$ cat src/verilog/rvs_defines.svh
// Register offsets, field positions, reset values and delay counts
`ifndef RVS_DEFINES_SVH
`define RVS_DEFINES_SVH

`define RVS_ADDR_W 6
`define RVS_OFF_STATUS 6'h3F
`define RVS_OFF_STACK 6'h3D
`define RVS_OFF_CAUSE 6'h34
`define RVS_OFF_EN_LO 6'h36
`define RVS_OFF_EN_HI 6'h37
`define RVS_OFF_PEND_LO 6'h20
`define RVS_OFF_PEND_HI 6'h22

`define RVS_GIE_BIT 7
`define RVS_CAUSE_WDT 3
`define RVS_CAUSE_BOD 2
`define RVS_CAUSE_EXT 1
`define RVS_CAUSE_POR 0

`define RVS_STACK_RST 8'h00
`define RVS_NUM_IRQ 13
`define RVS_VEC_W 12
`define RVS_VEC_RESET 12'h000
`define RVS_VEC_FIRST 12'h001

`define RVS_SEL_W 3
`define RVS_CNT_W 17
`define RVS_RT_SHORT 17'h01000
`define RVS_RT_LONG 17'h10000
`define RVS_CK_SHORT 17'h00006
`define RVS_CK_1K 17'h00400
`define RVS_CK_16K 17'h04000

`endif

$ cat src/verilog/rvs_pkg.sv
// Types shared by the reset, vector and stack control block
package rvs_pkg;

   typedef enum logic [5:0] {
      RVS_ST_HOLD  = 6'b000001,
      RVS_ST_RT    = 6'b000010,
      RVS_ST_CK    = 6'b000100,
      RVS_ST_RUN   = 6'b001000,
      RVS_ST_SLEEP = 6'b010000,
      RVS_ST_WAKE  = 6'b100000
   } rvs_state_t;

   typedef struct packed {
      logic push_byte;
      logic pop_byte;
      logic call_push;
      logic sub_exit;
      logic irq_exit;
   } rvs_stack_op_t;

   typedef struct packed {
      logic [5:0] addr;
      logic [7:0] wdata;
      logic wr;
      logic rd;
   } rvs_bus_req_t;

endpackage : rvs_pkg

$ cat src/verilog/rvs_reset_vector_ctrl.sv
// Reset sequencing, interrupt vectoring and stack pointer control
//
// Operation
// RL1: stack_top_pointer is one 8-bit register at I/O address 3D.
// RL2: A byte push lowers the stack pointer by one.
// RL3: A call or interrupt entry lowers the stack pointer by two.
// RL4: A byte pop raises the stack pointer by one.
// RL5: Subroutine or interrupt exit raises the stack pointer by two.
// RL6: Software loads the stack pointer above 60 before calls or interrupts.
// RL7: Thirteen interrupt sources plus reset each own a vector.
// RL8: An interrupt is taken only with its enable and global enable set.
// RL9: Lowest vector address wins; reset outranks everything.
// RL10: Vectors 000 reset through 006 timer0 wrap.
// RL11: Vectors 007 serial transfer through 00D comparator.
// RL12: Any reset restores registers and starts fetch at address 000.
// RL13: Pin, power-on, brown-out and watchdog resets share one vector.
// RL14: Watchdog reset only when watchdog enabled and its period expired.
// RL15: Selector 000 to 011 give 4ms+6, 6, 64ms+16K, 4ms+16K clocks.
// RL16: Selector 100 to 111 give 16K, 64ms+1K, 4ms+1K, 1K clocks.
// RL17: Wake from sleep counts only the main clock portion.
// RL18: Millisecond portion is timed on watchdog oscillator cycles.
// RL19: Short delay is 4K, long delay 64K watchdog oscillator cycles.
// RL20: Watchdog reset is one clock long; delay starts as it ends.
// RL21: Cause flags record watchdog, brown-out, external and power-on resets.
// RL22: Vectoring clears global enable and the serviced request flag.
// RL23: Core held in reset while any source active, then full delay.
// RL24: Arbitration at instruction boundaries gives one winning vector.
//
// Chosen here: the plain strobed port.
`timescale 1ns/10ps
`include "rvs_defines.svh"

module rvs_reset_vector_ctrl
   import rvs_pkg::*;
#(
   parameter logic [16:0] P_RT_LONG = `RVS_RT_LONG,
   parameter logic [16:0] P_CK_16K = `RVS_CK_16K
) (
   // Clock and reset
   input wire logic clock,
   input wire logic rst_n,
   // Reset detectors and watchdog
   input wire logic por_req,
   input wire logic ext_reset_req,
   input wire logic bod_req,
   input wire logic wdt_enable,
   input wire logic wdt_timeout,
   input wire logic wdt_osc_tick,
   input wire logic [2:0] startup_delay_select,
   // Core handshake
   input wire logic sleep_req,
   input wire logic wake_req,
   input wire logic instr_boundary,
   input wire rvs_stack_op_t stack_op,
   // Peripheral interrupt requests, one-cycle pulses
   input wire logic [12:0] irq_pulse,
   // Register port
   input wire rvs_bus_req_t bus_req,
   output logic [7:0] bus_rdata,
   // Core outputs
   output logic core_reset,
   output logic core_halt,
   output logic irq_take,
   output logic [11:0] irq_vector,
   output logic [7:0] stack_top_pointer
);

   rvs_state_t state_reg;
   rvs_state_t state_next;
   logic [16:0] cnt_reg;
   logic [16:0] cnt_next;
   logic wdt_pulse_reg;
   logic src_active;
   logic in_reset;
   logic [7:0] stk_reg;
   logic gie_reg;
   logic [12:0] irq_en_reg;
   logic [12:0] pend_reg;
   logic [3:0] cause_reg;
   logic [7:0] rdata_reg;
   logic core_reset_reg;
   logic core_halt_reg;
   logic take_reg;
   logic [11:0] vector_reg;
   logic take_now;
   logic [12:0] live;
   logic [3:0] win_idx;
   logic wr_stack;
   logic wr_status;

   // Real-time part in watchdog oscillator cycles
   function automatic logic [16:0] rt_cycles(input logic [2:0] sel);
      unique case (sel)
         3'h0, 3'h3, 3'h6: rt_cycles = `RVS_RT_SHORT; // RL15 RL16 RL19
         3'h2, 3'h5: rt_cycles = P_RT_LONG; // RL15 RL16 RL19
         default: rt_cycles = 17'h00000;
      endcase
   endfunction : rt_cycles
   // Main clock part in clock cycles
   function automatic logic [16:0] ck_cycles(input logic [2:0] sel);
      unique case (sel)
         3'h0, 3'h1: ck_cycles = `RVS_CK_SHORT; // RL15
         3'h2, 3'h3, 3'h4: ck_cycles = P_CK_16K; // RL15 RL16
         default: ck_cycles = `RVS_CK_1K; // RL16
      endcase
   endfunction : ck_cycles
   // Index of the lowest set request
   function automatic logic [3:0] lowest(input logic [12:0] req);
      lowest = 4'h0;
      for (int i = 12; i >= 0; i--) begin
         if (req[i]) begin
            lowest = 4'(i);
         end
      end
   endfunction : lowest

   assign src_active = por_req | ext_reset_req | bod_req | wdt_pulse_reg;
   assign in_reset = (state_reg == RVS_ST_HOLD);
   assign live = pend_reg & irq_en_reg;
   assign win_idx = lowest(live);
   assign take_now = (state_reg == RVS_ST_RUN) && instr_boundary && gie_reg
      && (|live) && !src_active; // RL8 RL24
   assign wr_stack = bus_req.wr && (bus_req.addr == `RVS_OFF_STACK);
   assign wr_status = bus_req.wr && (bus_req.addr == `RVS_OFF_STATUS);
   // One clock watchdog reset pulse
   always_ff @(posedge clock or negedge rst_n) begin
      if (!rst_n) begin
         wdt_pulse_reg <= 1'b0;
      end else begin
         wdt_pulse_reg <= wdt_enable && wdt_timeout && !wdt_pulse_reg; // RL14 RL20
      end
   end
   // Start-up sequencer
   always_comb begin
      state_next = state_reg;
      cnt_next = cnt_reg;
      if (src_active) begin
         state_next = RVS_ST_HOLD; // RL23
      end else begin
         unique case (state_reg)
            RVS_ST_HOLD: begin
               if (rt_cycles(startup_delay_select) != 17'h00000) begin
                  state_next = RVS_ST_RT;
                  cnt_next = rt_cycles(startup_delay_select);
               end else begin
                  state_next = RVS_ST_CK;
                  cnt_next = ck_cycles(startup_delay_select);
               end
            end
            RVS_ST_RT: begin
               if (wdt_osc_tick) begin // RL18
                  if (cnt_reg == 17'h00001) begin
                     state_next = RVS_ST_CK;
                     cnt_next = ck_cycles(startup_delay_select);
                  end else begin
                     cnt_next = cnt_reg - 17'h00001;
                  end
               end
            end
            RVS_ST_CK, RVS_ST_WAKE: begin
               if (cnt_reg == 17'h00001) begin
                  state_next = RVS_ST_RUN; // RL23
               end else begin
                  cnt_next = cnt_reg - 17'h00001;
               end
            end
            RVS_ST_RUN: begin
               if (sleep_req) begin
                  state_next = RVS_ST_SLEEP;
               end
            end
            RVS_ST_SLEEP: begin
               if (wake_req) begin
                  state_next = RVS_ST_WAKE; // RL17
                  cnt_next = ck_cycles(startup_delay_select);
               end
            end
         endcase
      end
   end
   always_ff @(posedge clock or negedge rst_n) begin
      if (!rst_n) begin
         state_reg <= RVS_ST_HOLD;
         cnt_reg <= 17'h00000;
      end else begin
         state_reg <= state_next;
         cnt_reg <= cnt_next;
      end
   end
   // Core control outputs
   always_ff @(posedge clock or negedge rst_n) begin
      if (!rst_n) begin
         core_reset_reg <= 1'b1;
         core_halt_reg <= 1'b0;
      end else begin
         core_reset_reg <= (state_next == RVS_ST_HOLD)
            || (state_next == RVS_ST_RT) || (state_next == RVS_ST_CK); // RL23
         core_halt_reg <= (state_next == RVS_ST_SLEEP)
            || (state_next == RVS_ST_WAKE);
      end
   end
   // Reset cause flags; a new cause wins over a software clear
   always_ff @(posedge clock or negedge rst_n) begin
      if (!rst_n) begin
         cause_reg <= 4'h0;
      end else if (por_req) begin
         cause_reg <= 4'h1; // RL21
      end else begin
         cause_reg <= ((bus_req.wr && bus_req.addr == `RVS_OFF_CAUSE)
            ? (cause_reg & bus_req.wdata[3:0]) : cause_reg)
            | {wdt_pulse_reg, bod_req, ext_reset_req, 1'b0}; // RL21
      end
   end
   // Stack pointer
   always_ff @(posedge clock or negedge rst_n) begin
      if (!rst_n) begin
         stk_reg <= `RVS_STACK_RST;
      end else if (in_reset) begin
         stk_reg <= `RVS_STACK_RST; // RL12
      end else if (take_now || stack_op.call_push) begin
         stk_reg <= stk_reg - 8'h02; // RL3
      end else if (stack_op.push_byte) begin
         stk_reg <= stk_reg - 8'h01; // RL2
      end else if (stack_op.pop_byte) begin
         stk_reg <= stk_reg + 8'h01; // RL4
      end else if (stack_op.sub_exit || stack_op.irq_exit) begin
         stk_reg <= stk_reg + 8'h02; // RL5
      end else if (wr_stack) begin
         stk_reg <= bus_req.wdata; // RL1
      end
   end
   // Global interrupt enable
   always_ff @(posedge clock or negedge rst_n) begin
      if (!rst_n) begin
         gie_reg <= 1'b0;
      end else if (in_reset) begin
         gie_reg <= 1'b0; // RL12
      end else if (take_now) begin
         gie_reg <= 1'b0; // RL22
      end else if (stack_op.irq_exit) begin
         gie_reg <= 1'b1;
      end else if (wr_status) begin
         gie_reg <= bus_req.wdata[`RVS_GIE_BIT];
      end
   end
   // Individual enables
   always_ff @(posedge clock or negedge rst_n) begin
      if (!rst_n) begin
         irq_en_reg <= 13'h0000;
      end else if (in_reset) begin
         irq_en_reg <= 13'h0000; // RL12
      end else if (bus_req.wr && bus_req.addr == `RVS_OFF_EN_LO) begin
         irq_en_reg[7:0] <= bus_req.wdata;
      end else if (bus_req.wr && bus_req.addr == `RVS_OFF_EN_HI) begin
         irq_en_reg[12:8] <= bus_req.wdata[4:0];
      end
   end
   // Request flags; a new request wins over a vectoring or software clear
   always_ff @(posedge clock or negedge rst_n) begin
      if (!rst_n) begin
         pend_reg <= 13'h0000;
      end else if (in_reset) begin
         pend_reg <= 13'h0000; // RL12
      end else begin
         pend_reg <= (pend_reg
            & ~(take_now ? (13'h0001 << win_idx) : 13'h0000) // RL22
            & ~((bus_req.wr && bus_req.addr == `RVS_OFF_PEND_LO)
               ? {5'h00, bus_req.wdata} : 13'h0000)
            & ~((bus_req.wr && bus_req.addr == `RVS_OFF_PEND_HI)
               ? {bus_req.wdata[4:0], 8'h00} : 13'h0000))
            | irq_pulse; // RL7
      end
   end
   // Vector arbitration; reset address as soon as a reset is entered
   always_ff @(posedge clock or negedge rst_n) begin
      if (!rst_n) begin
         take_reg <= 1'b0;
         vector_reg <= `RVS_VEC_RESET;
      end else begin
         take_reg <= take_now;
         if (state_next != RVS_ST_RUN && state_next != RVS_ST_SLEEP
            && state_next != RVS_ST_WAKE) begin
            vector_reg <= `RVS_VEC_RESET; // RL12 RL13
         end else if (take_now) begin
            vector_reg <= `RVS_VEC_FIRST + {8'h00, win_idx}; // RL9 RL10 RL11
         end
      end
   end
   // Register read port
   always_ff @(posedge clock or negedge rst_n) begin
      if (!rst_n) begin
         rdata_reg <= 8'h00;
      end else if (bus_req.rd) begin
         unique case (bus_req.addr)
            `RVS_OFF_STACK: rdata_reg <= stk_reg;
            `RVS_OFF_STATUS: rdata_reg <= {gie_reg, 7'h00};
            `RVS_OFF_CAUSE: rdata_reg <= {4'h0, cause_reg};
            `RVS_OFF_EN_LO: rdata_reg <= irq_en_reg[7:0];
            `RVS_OFF_EN_HI: rdata_reg <= {3'h0, irq_en_reg[12:8]};
            `RVS_OFF_PEND_LO: rdata_reg <= pend_reg[7:0];
            `RVS_OFF_PEND_HI: rdata_reg <= {3'h0, pend_reg[12:8]};
            default: rdata_reg <= 8'h00;
         endcase
      end else begin
         rdata_reg <= 8'h00;
      end
   end
   assign bus_rdata = rdata_reg;
   assign core_reset = core_reset_reg;
   assign core_halt = core_halt_reg;
   assign irq_take = take_reg;
   assign irq_vector = vector_reg;
   assign stack_top_pointer = stk_reg;
endmodule : rvs_reset_vector_ctrl

$ cat config.mk
export PLATFORM = sky130hd
export DESIGN_NAME = rvs_reset_vector_ctrl
export DESIGN_NICKNAME = d
export VERILOG_FILES = /design/src/verilog/rvs_pkg.sv /design/src/verilog/rvs_reset_vector_ctrl.sv
export VERILOG_INCLUDE_DIRS = /design/src /design/src/verilog
export SDC_FILE = /design/constraint.sdc
export NUM_CORES = 1
export LEC_CHECK = 0
export ABC_AREA = 1
export ABC_CLOCK_PERIOD_IN_PS = 2100
export BUFFER_PORTS_ARGS = -buffer_cell sky130_fd_sc_hd__buf_2
export CAP_MARGIN = 5
export CORE_MARGIN = 2
export CORE_UTILIZATION = 40
export CTS_BUF_LIST = sky130_fd_sc_hd__clkbuf_4
export CTS_CLUSTER_SIZE = 28
export DETAILED_ROUTE_END_ITERATION = 16
export HOLD_SLACK_MARGIN = 0.1
export SLEW_MARGIN = 20
export SYNTH_ARGS = -nofsm -noshare
export SYNTH_HDL_FRONTEND = slang
export SYNTH_SLANG_ARGS = --single-unit
$ cat constraint.sdc
create_clock -name clock -period 2.1 [get_ports clock]
set_input_delay 0.21 -clock clock [delete_from_list [all_inputs] [get_ports clock]]
set_output_delay 0.21 -clock clock [all_outputs]
set_load 0.005 [all_outputs]
==> results.md <==
- Peak VDD IR: 0.230 mV
- Hold Path Cell Cnt: 3
- Antenna violations before repair: 0
- Crit end category: flip-flop
- Arrival time at the worst endpoint: 2280 ps
- Worst hold endpoint: gie_reg
- Sequential share of the synthesized area: 0.359
- DR iter-0 viols: 399
- Die Ht: 121 µm
- Final Slew Violations: 0
- Gpl congestion: 0.939
- Min Tclk post-route: 1920 ps
- Reg2reg end: pend_reg[2]
- Clk_lat worst skew: 470 ps
- Max FO, Critical Path: 3
- Rows: 42
- Worst Hold Class: in2reg
- Internal power: 2250 µW
- Critical path class: reg2reg
- First-pass GRT wire length: 27,000 µm
- Final Cycle Share: 0.916
- Share of cells above drive strength 1: 0.218
- CTS max path bufs: 2
- DRT antenna net count: 0
- MaxCap Viol Count: 0
- Cts bufs inserted: 9
- Final setup vio count: 0
- Largest net degree at the start of global routing: 49
- DR vias: 5,486
- Comb power frac: 0.277
- Die width: 121 µm
- Synth warn: 0
- Final Hold Slack: 139 ps
- PwrDens: 536 nW/µm²
- DRC: 0
- Syn Std Cell Area: 5520 µm²
- Flop pwr share: 0.491
- Top post-synthesis cells by area: dfrtp_1 35%, nand2_1 9.7%, inv_1 7.1%, nand3_1 4.7%, nor2_1 4.6%
- Fill count: 1,347
- Worst R2R Start: pend_reg[11]
- Core area: 13,300 µm²
- Multi-input gate area: 3020 µm²
- Distinct cells, synth: 54
- Most common cell in the synthesized netlist: nand2_1
- Clock power share: 0.232
- Starting Density: 0.413
- Leak: 0.00322 µW
- Diodes inserted: 0
- Placed cells: 988
- Worst Path Required: 2450 ps
- Outcome: finished clean
- Post-synth EDFFs: 0
- CTS Sinks: 79
- Cell count after synthesis: 735
- Routed wire per std cell: 15.9 µm
- Final worst setup slack: 176 ps
- Total power: 3550 µW
- Finished Layout Cells: 1,038
- Worst setup SP type: flip-flop
- Ports: 79
- FF/Latch Area: 1980 µm²
- Commonest cells post-synth: 142 x nand2_1, 105 x inv_1, 77 x dfrtp_1, 67 x nor2_1, 52 x nand3_1
- Final Skew: 25.0 ps
- Root buf cell: clkbuf_4
- Fin area: 6610 µm²
- Max Clk Rate: 520 MHz
- Area growth, synth to finish: 19.9%
- Vias in the first global route: 5,261
- Die area: 14,700 µm²
- Mean Syn Cell Area: 7.51 µm²
- Global route total overflow: 0
- Worst Hold Launch: stack_op[0]
- Placement Cell Area: 6140 µm²
- Synth top area share: 0.349
- Pre-CTS WS: 99.6 ps
- Global Route Usage Sum: 0.236
- Switch share: 0.364
- Dominant synthesized flop cell: dfrtp_1
- # port buffers: 71
- Drt via density: 5.29
- Ys async rst share: 1.00
- Synth area leader: dfrtp_1
- CTS tree: built
- Worst Reg-to-Reg Cells: 17
- Max FFs per register: 17
- Nets: 918
- Detailed Place HPWL: 12,900 µm
- Clk slew on worst S/H paths: 140 ps
- Final Hold Viols: 0
- Pre-Repair DR Iteration Count: 5
- Final WL: 16,500 µm
- Sw power: 1290 µW
- CTS H-tree depth: 3
- Post-synthesis sequential element count: 79
- R2R Setup Slk: 180 ps
==> metal layers <==
layer,routed length [µm],track usage,part of all wire,up-vias
met3,1090,0.0390,0.066,32
met4,317,0.0790,0.019,0
met5,0,0,0,-
li1,-,-,-,2675
met2,7610,0.371,0.46,193
met1,7450,0.330,0.45,2586
==> layout by cell type, fill, tap and decap left out, drive strengths merged <==
cell           n
a31oi          3
dlygate4sd3   26
a21oi         45
clkbuf        10
nor3b          1
a211oi         3
a41oi          3
conb           7
buf           97
nand2        154
nand4         14
o22ai         13
nand3         57
a21o           1
clkinvlp       2
o21a           2
a221oi         1
o311ai         1
dfrtp         77
nor2          86
dfstp          2
xor2          11
a22oi          7
o221ai        12
nor3          13
nand3b         1
o211ai        10
ha            13
xnor2          8
clkinv         6
and2           1
inv          118
nor4           1
o21ai         56
==> repair_timing <==
item,CTS,global route
hold buffers,26,0
setup buffers,0,8
endpoints found under the hold margin,73,0
gates resized for setup,0,12
endpoints found under the setup margin,0,13
==> worst max path at each step <==
stage,slack [ps],endpoint,start
floorplan,300,pend_reg[11],pend_reg[11]
global placement,130,pend_reg[3],pend_reg[11]
detailed placement,100,pend_reg[3],pend_reg[11]
CTS,70,pend_reg[3],pend_reg[11]
global route,-20,pend_reg[7],pend_reg[11]
finish,180,pend_reg[2],pend_reg[11]
==> cell type report <==
| cell class | instances | share of cell area |
|---|---|---|
| Multi-Input combinational cell | 524 | 0.456 |
| Inverter | 120 | 0.0691 |
| Clock buffer | 10 | 0.0114 |
| Timing Repair Buffer | 123 | 0.125 |
| Sequential cell | 79 | 0.299 |
| Clock inverter | 6 | 0.00568 |
| Tap cell | 176 | 0.0333 |
==> cells by family (layout without fill, tap and decap cells) <==
group                    after synthesis  in the layout  share of synthesized area
other                                  1              7                   0.000680
AO/OA/AOI/OAI                        157            157                      0.177
flip-flops                            79             79                      0.359
adder cells (fa/ha/maj)               13             13                     0.0295
AND/OR/NAND/NOR                      328            328                      0.299
buffers and inverters                138            259                      0.105
XOR/XNOR                              19             19                     0.0302
==> power by group through the flow <==
stage                     registers, µW  clock network [µW]  logic, µW
after floorplan                    1730                   0        639
after global placement             1760                   0        885
after detailed placement           1760                   0        911
after CTS                          1730                 848        951
after global routing               1760                 902       1100
final                              1740                 824        982
==> through the flow <==
| stage | TNS [ps] | util |
|---|---|---|
| 2_1_floorplan | 0 | - |
| 3_3_place_gp | 0 | 0.460 |
| 4_1_cts | 0 | 0.488 |
| 5_1_grt | -34.6 | 0.496 |
| 3_5_place_dp | 0 | 0.460 |
| 6_report | 0 | 0.496 |
==> critical path, cell delays in order (launching register included) <==
cell and delay [ps]:
dfrtp_1 430, nand2_2 70, inv_1 40, nand2_1 50, nand2_1 40, nand2_1 50, nand2_1 40, nand2_1 50
nand2_1 50, nand2_1 50, nand2_1 40, nand2_1 60, nand2_2 60, nand2_2 80, ha_1 190, nand2_1 100
o221ai_1 290, a21oi_1 110
(Power assumes the default switching activity.)
